File: config.mk
export PLATFORM = sky130hd
export DESIGN_NAME = asps_device_flat
export DESIGN_NICKNAME = d
export VERILOG_FILES = /design/src/shared/asps_pkg.sv /design/src/shared/asps_link_if.sv /design/src/design/asps_device.sv /design/src/design/asps_sync.sv /design/src/flat_wrapper.sv
export VERILOG_INCLUDE_DIRS = /design/src /design/src/shared
export SDC_FILE = /design/constraint.sdc
export NUM_CORES = 1
export LEC_CHECK = 0
export BUFFER_PORTS_ARGS = -buffer_cell sky130_fd_sc_hd__buf_4
export CAP_MARGIN = 20
export CORE_MARGIN = 5
export CORE_UTILIZATION = 61
export CTS_CLUSTER_SIZE = 30
export DETAILED_ROUTE_END_ITERATION = 10
export PLACE_DENSITY = 0.89
export SLEW_MARGIN = 20
export SYNTH_ARGS = -nofsm -noshare
export SYNTH_HDL_FRONTEND = slang
export SYNTH_SLANG_ARGS = --single-unit
File: constraint.sdc
create_clock -name sys_clk_i -period 5.36 [get_ports sys_clk_i]
set_input_delay 1.072 -clock sys_clk_i [delete_from_list [all_inputs] [get_ports sys_clk_i]]
set_output_delay 1.072 -clock sys_clk_i [all_outputs]
set_load 0.03 [all_outputs]
File: src/shared/asps_consts.svh
// constants for the converter serial readout and power sequencer
// ==========================================================================
// Operation
// [RULE1] analog powers down at select rise or edge 14/16
// [RULE2] digital part off only while select high
// [RULE3] bits driven when generated; host may stop early
// [RULE4] host may short-cycle frames to 14 clocks; host here accepts any count from 1 to 16 clocks
// [RULE5] host clocks 16x sample rate, or burst
// [RULE6] after last bit, output off, line released
// [RULE7] select low past fall 15 extends output
// [RULE8] host drops select only while clock low
// [RULE9] below 50ksps host clocks at 3.2 MHz
// [RULE10] host stops clock while device powered down
// [RULE11] host keeps clock between 0.8 and 4.8 MHz
// [RULE12] null bit at fall 2, MSB at fall 3
// [RULE13] repeat LSB-first after LSB, then release
// [RULE14] new conversion only after select high then low
// [RULE15] result is twelve-bit two's complement
// [RULE16] count clock falls from select fall
// [RULE17] host samples on rise, drops null bit
`ifndef ASPS_CONSTS_SVH
`define ASPS_CONSTS_SVH
// ==========================================================================
// frame edge numbers (falling clock edges after select fall)
`define ASPS_RES_W         12
`define ASPS_FALL_NULL     5'h02
`define ASPS_FALL_MSB      5'h03
`define ASPS_FALL_LSB      5'h0E
`define ASPS_FALL_AN_OFF   5'h0E
`define ASPS_FALL_REPEAT   5'h0F
`define ASPS_FALL_AN_OFF2  5'h10
`define ASPS_FALL_LAST     5'h1A
`define ASPS_FALL_MAX      5'h1F
`define ASPS_HOST_BITS     5'h10
// host clock: 3.2 MHz from 200 MHz, half period in cycles
`define ASPS_CLK_FREQ_KHZ  200000
`define ASPS_SCLK_FREQ_KHZ 3200
`define ASPS_HALF_DIV      (`ASPS_CLK_FREQ_KHZ / (2 * `ASPS_SCLK_FREQ_KHZ))
`define ASPS_DIV_W         6
`endif

File: src/shared/asps_pkg.sv
// types shared by both ends of the converter link
package asps_pkg;
  typedef logic [11:0] asps_result_t;
  typedef enum logic [1:0] {
    ASPS_H_IDLE  = 2'b00,
    ASPS_H_LOW   = 2'b01,
    ASPS_H_HIGH  = 2'b11,
    ASPS_H_DONE  = 2'b10
  } asps_host_e;
endpackage : asps_pkg
File: src/shared/asps_link_if.sv
// serial link between host controller and converter
`timescale 1ns/1ps
interface asps_link_if;
  logic chip_select_n;
  logic sclk;
  logic serial_result_out;
  logic serial_result_oe;
  modport device (
    input  chip_select_n,
    input  sclk,
    output serial_result_out,
    output serial_result_oe
  );
  modport host (
    output chip_select_n,
    output sclk,
    input  serial_result_out,
    input  serial_result_oe
  );
endinterface : asps_link_if

File: src/design/asps_device.sv
// converter end: frame counter, bit selection and power sequencing
`timescale 1ns/1ps
`include "asps_consts.svh"
module asps_device
  import asps_pkg::*;
(
  input  wire logic   sys_clk_i,
  input  wire logic   reset_n_i,
  asps_link_if.device link,
  input  wire logic   [11:0] sample_i,
  output logic        analog_on_o,
  output logic        digital_on_o,
  output logic        conv_start_o,
  output logic        out_on_o
);
  // ==========================================================================
  // pin synchronisers
  logic cs_n_s;
  logic sclk_s;
  logic sclk_d;
  logic cs_n_d;
  asps_sync #(
    .RST_VAL (1'b1)
  ) u_cs (
    .sys_clk_i (sys_clk_i),
    .reset_n_i (reset_n_i),
    .async_i   (link.chip_select_n),
    .sync_o    (cs_n_s)
  );
  asps_sync #(
    .RST_VAL (1'b0)
  ) u_ck (
    .sys_clk_i (sys_clk_i),
    .reset_n_i (reset_n_i),
    .async_i   (link.sclk),
    .sync_o    (sclk_s)
  );
  // ==========================================================================
  // edge detection and frame count
  logic       [4:0] fall_cnt;
  asps_result_t     result;
  logic             dout;
  logic             oe;
  logic             an_on;
  logic             rep_ok;
  wire sclk_fall = sclk_d & ~sclk_s;
  wire cs_fall   = cs_n_d & ~cs_n_s;
  wire active    = ~cs_n_s;
  wire [4:0] nxt_cnt = (fall_cnt == `ASPS_FALL_MAX) ? fall_cnt : fall_cnt + 5'h01;
  // bit index: MSB-first then LSB-first repeat skipping B0
  wire [4:0] msb_idx = `ASPS_FALL_LSB - nxt_cnt;
  wire [4:0] rep_idx = nxt_cnt - `ASPS_FALL_LSB;
  wire       in_msb  = (nxt_cnt >= `ASPS_FALL_MSB) && (nxt_cnt <= `ASPS_FALL_LSB);
  // repeat ends with B11; the fall after it (fall 26) releases the line
  wire       in_rep  = rep_ok && (nxt_cnt > `ASPS_FALL_LSB) && (nxt_cnt < `ASPS_FALL_LAST);
  wire       next_dout = in_msb ? result[msb_idx[3:0]] : in_rep ? result[rep_idx[3:0]] : 1'b0;
  wire       next_oe   = (nxt_cnt >= `ASPS_FALL_NULL) && (in_msb || in_rep || nxt_cnt == `ASPS_FALL_NULL);
  // analog off at fall 14 (fall 16 also decoded, repeat or not), or select rise
  wire       an_stop   = (nxt_cnt == `ASPS_FALL_AN_OFF) || (nxt_cnt == `ASPS_FALL_AN_OFF2);
  always_ff @(posedge sys_clk_i or negedge reset_n_i) begin
    if (!reset_n_i) begin
      sclk_d   <= 1'b0;
      cs_n_d   <= 1'b1;
      fall_cnt <= 5'h00;
      result   <= 12'h000;
      dout     <= 1'b0;
      oe       <= 1'b0;
      an_on    <= 1'b0;
      rep_ok   <= 1'b0;
    end else begin
      sclk_d <= sclk_s;
      cs_n_d <= cs_n_s;
      if (!active) begin
        fall_cnt <= 5'h00; // RULE16
        oe       <= 1'b0; // RULE13
        an_on    <= 1'b0; // RULE1
        rep_ok   <= 1'b0;
      end else if (cs_fall) begin
        // new conversion only on a fresh select fall; two's complement kept as given
        result <= sample_i; // RULE14 RULE15
        an_on  <= 1'b1;
        rep_ok <= 1'b1;
      end else if (sclk_fall) begin
        fall_cnt <= nxt_cnt; // RULE16
        dout     <= next_dout; // RULE12 RULE3
        oe       <= next_oe; // RULE6 RULE7
        if (an_stop) begin
          an_on <= 1'b0; // RULE1
        end
      end
    end
  end
  assign link.serial_result_out = dout;
  assign link.serial_result_oe  = oe;
  assign analog_on_o  = an_on;
  assign digital_on_o = active; // RULE2
  assign conv_start_o = cs_fall;
  assign out_on_o     = oe;
endmodule : asps_device

File: src/design/asps_sync.sv
// two-flop synchroniser
`timescale 1ns/1ps
module asps_sync #(
  parameter logic RST_VAL = 1'b0
) (
  input  wire logic sys_clk_i,
  input  wire logic reset_n_i,
  input  wire logic async_i,
  output logic      sync_o
);
  logic meta;
  // both flops reset to the pin's idle level, so no false edge follows reset
  always_ff @(posedge sys_clk_i or negedge reset_n_i) begin
    if (!reset_n_i) begin
      meta   <= RST_VAL;
      sync_o <= RST_VAL;
    end else begin
      meta   <= async_i;
      sync_o <= meta;
    end
  end
endmodule : asps_sync

File: src/flat_wrapper.sv
// flat-port wrapper written by rule: the top's interface ports become plain ports
module asps_device_flat import asps_pkg::*;
  (sys_clk_i, reset_n_i, sample_i, analog_on_o, digital_on_o, conv_start_o, out_on_o, link_chip_select_n, link_sclk, link_serial_result_out, link_serial_result_oe);
  asps_link_if link_i ();
  input  wire logic sys_clk_i;
  input  wire logic reset_n_i;
  input  wire logic   [11:0] sample_i;
  output logic analog_on_o;
  output logic digital_on_o;
  output logic conv_start_o;
  output logic out_on_o;
  input wire logic [$bits(link_i.chip_select_n)-1:0] link_chip_select_n;
  input wire logic [$bits(link_i.sclk)-1:0] link_sclk;
  output wire logic [$bits(link_i.serial_result_out)-1:0] link_serial_result_out;
  output wire logic [$bits(link_i.serial_result_oe)-1:0] link_serial_result_oe;
  assign link_i.chip_select_n = link_chip_select_n;
  assign link_i.sclk = link_sclk;
  assign link_serial_result_out = link_i.serial_result_out;
  assign link_serial_result_oe = link_i.serial_result_oe;
  asps_device u_core (.sys_clk_i(sys_clk_i), .reset_n_i(reset_n_i), .link(link_i), .sample_i(sample_i), .analog_on_o(analog_on_o), .digital_on_o(digital_on_o), .conv_start_o(conv_start_o), .out_on_o(out_on_o));
endmodule
==> Word level (Yosys, flattened, before mapping) <==
Cells that the tools add are included.
{ "word_totals": {"register_bits": 27, "out_inout_bits": 6, "input_bits": 16} }
{ "classes": {"magnitude_cmp": 7, "add_sub_neg": 3, "eq_ne": 5, "n_mux": 19, "n_reduce_logical": 15, "bitwise": 5} }
{ "op_table": {"columns": ["cell", "n"], "rows": [
  ["$mux W5", 4],
  ["$mux W1", 13],
  ["$eq A5 B5 Y1 const B", 2],
  ["$ge A5 B2 Y1 const B", 2],
  ["$lt A4 B5 Y1 const B", 2],
  ["$bmux W1 S4", 2],
  ["$reduce_and A2 Y1", 3],
  ["$reduce_bool A3 Y1", 2],
  ["$add A5 B1 Y5 const B", 1],
  ["$eq A5 B2 Y1 const B", 1],
  ["$eq A5 B4 Y1 const B", 1],
  ["$gt A5 B4 Y1 const B", 1],
  ["$le A5 B4 Y1 const B", 1],
  ["$lt A5 B5 Y1 const B", 1],
  ["$logic_and A1 B1 Y1", 4],
  ["$reduce_bool A2 Y1", 2],
  ["$sub A4 B4 Y4 const A", 1],
  ["$sub A4 B4 Y4 const B", 1],
  ["$logic_or A1 B1 Y1", 3],
  ["$not A1 Y1", 3],
  ["$reduce_and A3 Y1", 1],
  ["$and A1 B1 Y1", 2],
  ["$ne A2 B1 Y1 const B", 1]
]} }

==> Depth between registers and ports, before layout <==
Gate-level depths: netlist (run 1).
{ "logic_depth": {"ltp_word": 11, "depth_mapped": 13, "depth_no_buf": 12} }

==> Modules after synthesis <==
A second synthesis (run 1) with hierarchy kept.
{ "unflattened": {"hier_cells": 161, "hier_area_um2": 1700.4} }
{ "modules_own_cells": {"columns": ["mod", "cells_per_inst", "n_inst", "seq_area_each_um2", "area_per_inst_um2"], "rows": [
  ["asps_device", 157, 1, 576.8, 1597.8],
  ["asps_sync at u_core.u_cs", 2, 1, 52.6, 52.6],
  ["asps_sync at u_core.u_ck", 2, 1, 50.0, 50.0]
]} }

==> Least setup slack after synthesis (run 1) <==
Ideal clock, no wire load.
{ "synth_timing": {"path_type": "reg2reg", "from": "reg u_core.fall_cnt[0]", "to": "reg u_core.dout, in the netlist u_core.link.serial_result_out", "path_stages_with_launch": 12, "t_arrival_ps": 2820, "path_slack_ps": 2409, "period_less_slack_ps": 2951, "setup_ps": 131, "required_time_ps": 5229, "path_buffers": 1, "cell_sequence": "dfrtp_1 -> ha_1 -> buf_2 -> nand4_2 -> nand2_1 -> nand2_1 -> ha_1 -> xnor2_1 -> mux2_1 -> o41ai_2 -> nor3_1 -> or3_1"} }
{ "synth_between": {"elab_chain_cells": 7, "elab_cells_between_ends": 18, "classes_between": "add/sub: 3; order compare: 4; eq/ne: 1; mux: 7; reduce/logical: 3"} }
{ "synth_rtl": {"columns": ["element", "line", "text"], "rows": [
  ["from (decl)", "asps_device.sv:40", "logic [4:0] fall_cnt;"],
  ["from (signal assigned)", "asps_device.sv:84", "fall_cnt <= nxt_cnt;"],
  ["$add A5 B1 Y5 or $eq A5 B5 Y1 (tied branches)", null, null],
  ["$mux W5 (*)", "asps_device.sv:49", "wire [4:0] nxt_cnt = (fall_cnt == `ASPS_FALL_MAX) ? fall_cnt : fall_cnt + 5'h01;"],
  ["$sub A4 B4 Y4 (no line) or $gt A5 B4 Y1 (tied branches)", null, null],
  ["$bmux W1 S4 or $logic_and A1 B1 Y1 (tied branches)", "asps_device.sv:56, asps_device.sv:55", null],
  ["$mux W1 (implied by the code) or $logic_and A1 B1 Y1 (tied branches)", "asps_device.sv:56, asps_device.sv:55", null],
  ["$mux W1", "asps_device.sv:56", "wire next_dout = in_msb ? result[msb_idx[3:0]] : in_rep ? result[rep_idx[3:0]] : 1'b0;"],
  ["$mux W1 (*)", "asps_device.sv:56", null],
  ["to (signal assigned)", "asps_device.sv:85", "dout <= next_dout;"],
  ["to (decl)", "asps_device.sv:42", "logic dout;"]
]} }
Mark *: on every way between the ends. The rest lies on a longest branch, timed or not. The select of a mux whose other input is x is not followed.
A chain may end at the register's enable or synchronous reset.

==> Final worst setup path (run 1) <==
Ends and elaborated chain as after synthesis.

==> impl_metrics.toml, run 1 <==
[synth]
netlist.top_cell.by_area = "sky130_fd_sc_hd__dfrtp_1"
synthesis.nets = 175
yosysMostFrequentCell = "sky130_fd_sc_hd__dfrtp_1"
post_synth_main_area_contributors = "sky130_fd_sc_hd__dfrtp_1 35%, sky130_fd_sc_hd__mux2_2 8.6%, sky130_fd_sc_hd__mux4_2 6.6%, sky130_fd_sc_hd__ha_1 5.1%, sky130_fd_sc_hd__dfstp_2 4.6%"
synthesis.area_um2 = 1710
yosys-top-cells-count = "24 x sky130_fd_sc_hd__dfrtp_1, 13 x sky130_fd_sc_hd__mux2_2, 12 x sky130_fd_sc_hd__nor2_1, 8 x sky130_fd_sc_hd__nand2_1, 7 x sky130_fd_sc_hd__ha_1"
postSynth.topFlopCell = "sky130_fd_sc_hd__dfrtp_1"
avgSynthCellArea_um2 = 11.3
cells_after_synthesis = 152
synth_warnings = 0
post_synthesis_sequential_element_count = 27
yosysUniqueCellTypes = 48
synth_enable_flop_cells = 0
async_reset_ff_share_pct = 100
share_of_the_yosys_chip_area_belonging_to_registers_pct = 39.7
synth_largest_type_area_fraction_pct = 35.1

[place]
place.port_buffers = 21
placement.setup.worst_slack_ns = 1.72
routabilityCongestion = 0.908
place_hpwl_um = 2490

[pwr]
power.leakage_uw = 0.000802
finalPower_uw = 429
vdd.ir_drop.worst_uv = 201
power-per-cell-area_nw_per_um2 = 228

[die]
dieHeight_um = 63.0
die_area_um2 = 3960
die_x_um = 63.0
number_of_top_level_pins = 22
floorplan.initialDensity_pct = 63.1
fp.coreArea_um2 = 2710
placement_rows = 19

[routing]
via_per_inst = 6.27
detail_route.first_pass.iterations = 4
detail_route.drc_violations = 0
drt-initial-drc-count = 57
antenna_violating_nets_post_route = 0
route.vias.total = 1247
wirelength_um = 3390
routedWlPerCell_um = 17.0

[worst_setup_path]
regToRegEndpoint = "u_core.link.serial_result_out$_DFFE_PN0P_"
rr_worst_depth = 11
crit_start = "u_core.fall_cnt[0]$_DFFE_PN0P_"
worstPathMaxFanout = 15
r2r-start = "u_core.fall_cnt[0]$_DFFE_PN0P_"
r2r_slack_ns = 1.71
critPathArrivalTime_ns = 3.88
endpoint_kind = "register"
timing.critical_path.to = "u_core.link.serial_result_out$_DFFE_PN0P_"
timing.critical_path.from_type = "register"
critPathRequiredTime_ns = 5.59
worst-setup-path-type = "reg2reg"

[layout]
final_layout_size_suffix_gt1_share_pct = 32.7
diodes_inserted = 0
area_delta_synth_final_pct = 10.2
layout.core_utilization_pct = 69.5
nNetsFinal = 192

[cts]
clk_pin_slew_worst_paths_ns = 0.16
postCtsSetupBuffers = 0
tritoncts = "yes"
ctsHtreeMaxLevel = 1
clk-insertion-delay-late_ns = 0.33
hold_buffers = 0
clock_sink_count = 27
cts_resized = 0
ctsRootBufferMaster = "sky130_fd_sc_hd__clkbuf_4"
numCtsBuffers = 3
clock_tree.buffer_depth = 2

[timing]
fin_crit_sh_pct = 68.2
finalSetupTns_ns = 0
slew_headroom_pct = 56.6
timing.final.hold_violations = 0
setup_viol = 0
timing.final.ws_setup_ns = 1.71
setup_repair_after_global_routing_missed_its_margin = "no"
max_freq_ghz = 0.274
finalClockSkew_ns = 0.00337
final_max_slew_viol_count = 0
max_slew.worst_pin.slew_ns = 0.649
timing.final.crit_period_ns = 3.65

[global_routing]
global_route.overflow_total = 0
antenna_found_initial = 0
first_pass_grt_wire_length_um = 6060
grt_max_degree = 28
number_of_global_route_vias_before_repair = 1283
gr-usage-all-layers_pct = 18.6

[outcome]
run_status = "completed"

[hold_path]
worst_hold_startpoint = "u_core.u_cs.meta$_DFF_PN1_"
hold_path_class = "reg2reg"

[flow_run]
number_of_violations_of_the_max_capacitance_limit = 0
## power by group
group          total, uW  internal [uW]  switching (uW)
combinational       93.8           51.8            42.0
clock               93.8           28.6            65.2
sequential           242            223            19.0
## layout make-up
cell class / count / area, um^2
inverters: 6 / 22.5
fillers: 205 / 826
flip-flops and latches: 27 / 679
well taps: 31 / 38.8
clock buffers: 3 / 22.5
repair buffers: 22 / 165
multi-input cells: 109 / 948
clock inverters: 1 / 7.51
## cells by family after synthesis
group / share of synthesized area [%]
AO/OA/AOI/OAI: 17.7
AND/OR/NAND/NOR: 10.8
flip-flops: 39.7
multiplexers: 18.1
buffers and inverters: 4.83
adder cells (fa/ha/maj): 5.12
XOR/XNOR: 3.66
## worst min path at each step
| stage | depth (start not counted) | endpoint | slack (ns) |
|---|---|---|---|
| final | 0 | u_core.u_cs.sync_o$_DFF_PN1_ | 0.37 |
| after global routing | 0 | u_core.u_cs.sync_o$_DFF_PN1_ | 0.37 |
| after CTS | 0 | u_core.u_cs.sync_o$_DFF_PN1_ | 0.37 |
| after detailed placement | 0 | u_core.u_ck.sync_o$_DFF_PN0_ | 0.35 |
| after global placement | 0 | u_core.u_ck.sync_o$_DFF_PN0_ | 0.33 |
| after floorplan | 0 | u_core.u_ck.sync_o$_DFF_PN0_ | 0.33 |
## critical path, cell delays in order (launching register included)
cell	delay, ns
sky130_fd_sc_hd__dfrtp_1	0.75
sky130_fd_sc_hd__ha_1	0.51
sky130_fd_sc_hd__and4_1	0.47
sky130_fd_sc_hd__nand2_1	0.15
sky130_fd_sc_hd__nand2_1	0.21
sky130_fd_sc_hd__ha_1	0.36
sky130_fd_sc_hd__mux4_2	0.33
sky130_fd_sc_hd__mux2i_1	0.18
sky130_fd_sc_hd__nand2_1	0.07
sky130_fd_sc_hd__o211ai_1	0.08
sky130_fd_sc_hd__nor3_1	0.07
sky130_fd_sc_hd__or3_1	0.35
## state kept, by name, indices dropped and copies added, names as in the netlist
| register | cells |
|---|---|
| u_core.cs_n_d | 1 |
| u_core.sclk_d | 1 |
| u_core.analog_on_o | 1 |
| u_core.link.serial_result_oe | 1 |
| u_core.result | 12 |
| u_core.link.serial_result_out | 1 |
| u_core.rep_ok | 1 |
| u_core.u_cs.sync_o | 1 |
| u_core.u_ck.meta | 1 |
| u_core.fall_cnt | 5 |
| u_core.u_ck.sync_o | 1 |
| u_core.u_cs.meta | 1 |
## per-layer routing
metal	vias up	global-route usage [%]	part of all wire, %	wire length [um]
met4	0	5.84	1.9	65
met3	11	3.06	5.4	182
met2	44	29.6	49	1640
met5	-	0	0	0
met1	591	25.7	44	1500
li1	601	-	-	-
## metrics by stage
| stage | hold WS, ns | instance area (um^2) | instances |
|---|---|---|---|
| global placement | 0.333 | 1850 | 195 |
| CTS | 0.368 | 1880 | 199 |
| global route | 0.375 | 1880 | 199 |
| detailed placement | 0.346 | 1850 | 195 |
| finish | 0.367 | 1880 | 199 |
| floorplan | 0.331 | 1710 | 152 |
## placed cells by master (no fill, tap or decap), drive strengths merged, types with 4 or more instances in the layout
cell type | synthesis | final
a211oi | 4 | 4
a21oi | 6 | 6
nor2 | 12 | 12
o21ai | 5 | 5
xnor2 | 4 | 4
mux4 | 5 | 5
dfrtp | 24 | 24
nand2b | 4 | 4
mux2i | 4 | 4
a31oi | 4 | 4
mux2 | 14 | 14
buf | 7 | 22
ha | 7 | 7
nand2 | 8 | 8
inv | 6 | 6
No activity file was read; power rests on OpenSTA's default activity.
==> run 2: changes to the inputs <==
--- a/config.mk
+++ b/config.mk
@@ -9,10 +9,10 @@
 export BUFFER_PORTS_ARGS = -buffer_cell sky130_fd_sc_hd__buf_4
 export CAP_MARGIN = 20
 export CORE_MARGIN = 5
-export CORE_UTILIZATION = 61
+export CORE_UTILIZATION = 57
 export CTS_CLUSTER_SIZE = 30
 export DETAILED_ROUTE_END_ITERATION = 10
-export PLACE_DENSITY = 0.89
+export PLACE_DENSITY = 0.85
 export SLEW_MARGIN = 20
 export SYNTH_ARGS = -nofsm -noshare
 export SYNTH_HDL_FRONTEND = slang
==> constraint.sdc (replaced) <==
create_clock -name sys_clk_i -period 3.4 [get_ports sys_clk_i]
set_input_delay 0.68 -clock sys_clk_i [delete_from_list [all_inputs] [get_ports sys_clk_i]]
set_output_delay 0.68 -clock sys_clk_i [all_outputs]
set_load 0.03 [all_outputs]
==> run 2 against run 1 <==
Count of clock-buffer cells in the layout did not move. Highest routed layer unchanged. Hold slack worse by 0.15 ns. Largest power group unchanged. Sequential power increased by 57%. Wire length increased by 12%.
==> impl_metrics.toml, run 2 (synthesis gave the netlist of run 1 again) <==
[outcome]
run_status = "completed"

[worst_setup_path]
critPathArrivalTime_ns = 3.47
r2r_slack_ns = 0.22
regToRegEndpoint = "u_core.link.serial_result_out$_DFFE_PN0P_"
r2r-start = "u_core.fall_cnt[2]$_DFFE_PN0P_"
crit_start = "u_core.fall_cnt[2]$_DFFE_PN0P_"
worst-setup-path-type = "reg2reg"
endpoint_kind = "register"
critPathRequiredTime_ns = 3.69
worstPathMaxFanout = 13
rr_worst_depth = 11
timing.critical_path.from_type = "register"

[die]
die_x_um = 64.8
dieHeight_um = 64.8
number_of_top_level_pins = 22
floorplan.initialDensity_pct = 61.0
die_area_um2 = 4200
placement_rows = 19
fp.coreArea_um2 = 2810

[global_routing]
first_pass_grt_wire_length_um = 6530
gr-usage-all-layers_pct = 19.9
number_of_global_route_vias_before_repair = 1362
antenna_found_initial = 0
grt_max_degree = 28
global_route.overflow_total = 0

[cts]
clk_pin_slew_worst_paths_ns = 0.15
clock_tree.buffer_depth = 2
cts_resized = 0
postCtsSetupBuffers = 0
ctsHtreeMaxLevel = 1
hold_buffers = 0
clk-insertion-delay-late_ns = 0.34
ctsRootBufferMaster = "sky130_fd_sc_hd__clkbuf_4"
numCtsBuffers = 3
tritoncts = "yes"
clock_sink_count = 27

[timing]
final_max_slew_viol_count = 0
finalHoldWorstSlack_ns = 0.220
timing.final.ws_setup_ns = 0.218
timing.final.hold_violations = 0
slew_headroom_pct = 53.8
finalClockSkew_ns = 0.00598
max_slew.worst_pin.slew_ns = 0.691
timing.final.crit_period_ns = 3.18
setup_viol = 0
max_freq_ghz = 0.314
fin_crit_sh_pct = 93.6

[routing]
detail_route.drc_violations = 0
wirelength_um = 3810
routedWlPerCell_um = 18.9
antenna_violating_nets_post_route = 0
route.vias.total = 1303
detail_route.first_pass.iterations = 6
via_per_inst = 6.48
drt-initial-drc-count = 142

[flow_run]
number_of_violations_of_the_max_capacitance_limit = 0

[layout]
layout_common_cells = "24 x sky130_fd_sc_hd__buf_4, 23 x sky130_fd_sc_hd__dfrtp_1, 13 x sky130_fd_sc_hd__mux2_2"
reg_top3 = "u_core.result: 12 flops, u_core.fall_cnt: 5 flops"
layout.cells.non_filler = 201
final_layout_size_suffix_gt1_share_pct = 35.3
diodes_inserted = 0
max_ffs_per_register = 12
final_common_cell = "sky130_fd_sc_hd__buf_4"
nNetsFinal = 194
filler_cell_count = 219
area_delta_synth_final_pct = 11.6
most_flop_heavy_register = "u_core.result"

[pwr]
power.leakage_uw = 0.000816
power-per-cell-area_nw_per_um2 = 357
finalPower_uw = 681
vdd.ir_drop.worst_uv = 302

[hold_path]
hold_path_class = "in2async"

[place]
place_hpwl_um = 2780
routabilityCongestion = 0.899
place_inst = 197
place.port_buffers = 21
placement.setup.worst_slack_ns = 0.183
## run 2: how the worst max path moves through the flow
| stage | to | slack, ns | cells after the start |
|---|---|---|---|
| finish | u_core.link.serial_result_out$_DFFE_PN0P_ | 0.22 | 11 |
| global route | u_core.link.serial_result_out$_DFFE_PN0P_ | -0.009 | 11 |
| CTS | u_core.link.serial_result_out$_DFFE_PN0P_ | 0.14 | 11 |
| detailed placement | u_core.link.serial_result_out$_DFFE_PN0P_ | 0.18 | 11 |
| global placement | u_core.link.serial_result_out$_DFFE_PN0P_ | 0.36 | 11 |
| floorplan | u_core.link.serial_result_out$_DFFE_PN0P_ | 0.45 | 11 |
## run 2: metrics by stage
step                setup TNS (ns)  area [um^2]  util [%]
floorplan                        0         1710         -
global placement                 0         1870      66.6
detailed placement               0         1870      66.6
CTS                              0         1900      67.6
global route              -0.00896         1910      68.0
finish                           0         1910      68.0
## run 2: power by group
group / switching [uW] / total (uW) / leakage [uW] / internal, uW
clock: 102 / 146 / 0.0000177 / 44.4
sequential: 28.9 / 380 / 0.000327 / 351
combinational: 70.8 / 155 / 0.000470 / 84.0
## run 2: worst max-delay path: stages, from the launching register on
cell and delay (ns):
sky130_fd_sc_hd__dfrtp_1 0.65, sky130_fd_sc_hd__and4_1 0.49, sky130_fd_sc_hd__nand2_1 0.16, sky130_fd_sc_hd__nand2_1 0.22, sky130_fd_sc_hd__ha_2 0.24, sky130_fd_sc_hd__a21bo_2 0.22, sky130_fd_sc_hd__a31oi_1 0.20, sky130_fd_sc_hd__a211oi_1 0.07
sky130_fd_sc_hd__a211oi_1 0.40, sky130_fd_sc_hd__o211ai_1 0.15, sky130_fd_sc_hd__nor3_1 0.19, sky130_fd_sc_hd__or3_1 0.13
## run 2: metal layers
layer,GRT usage (%),share of wire (%)
met5,0,0
met4,8.18,1.5
met3,1.90,3.1
met2,34.1,52
met1,25.9,43
## run 2: area by class of cell
cell class              count  area [um^2]  area share, %
repair buffers             24          180           9.44
clock buffers               3         22.5           1.18
flip-flops and latches     27          681           35.7
clock inverters             1         5.00          0.262
well taps                  31         38.8           2.03
multi-input cells         109          958           50.2
inverters                   6         22.5           1.18
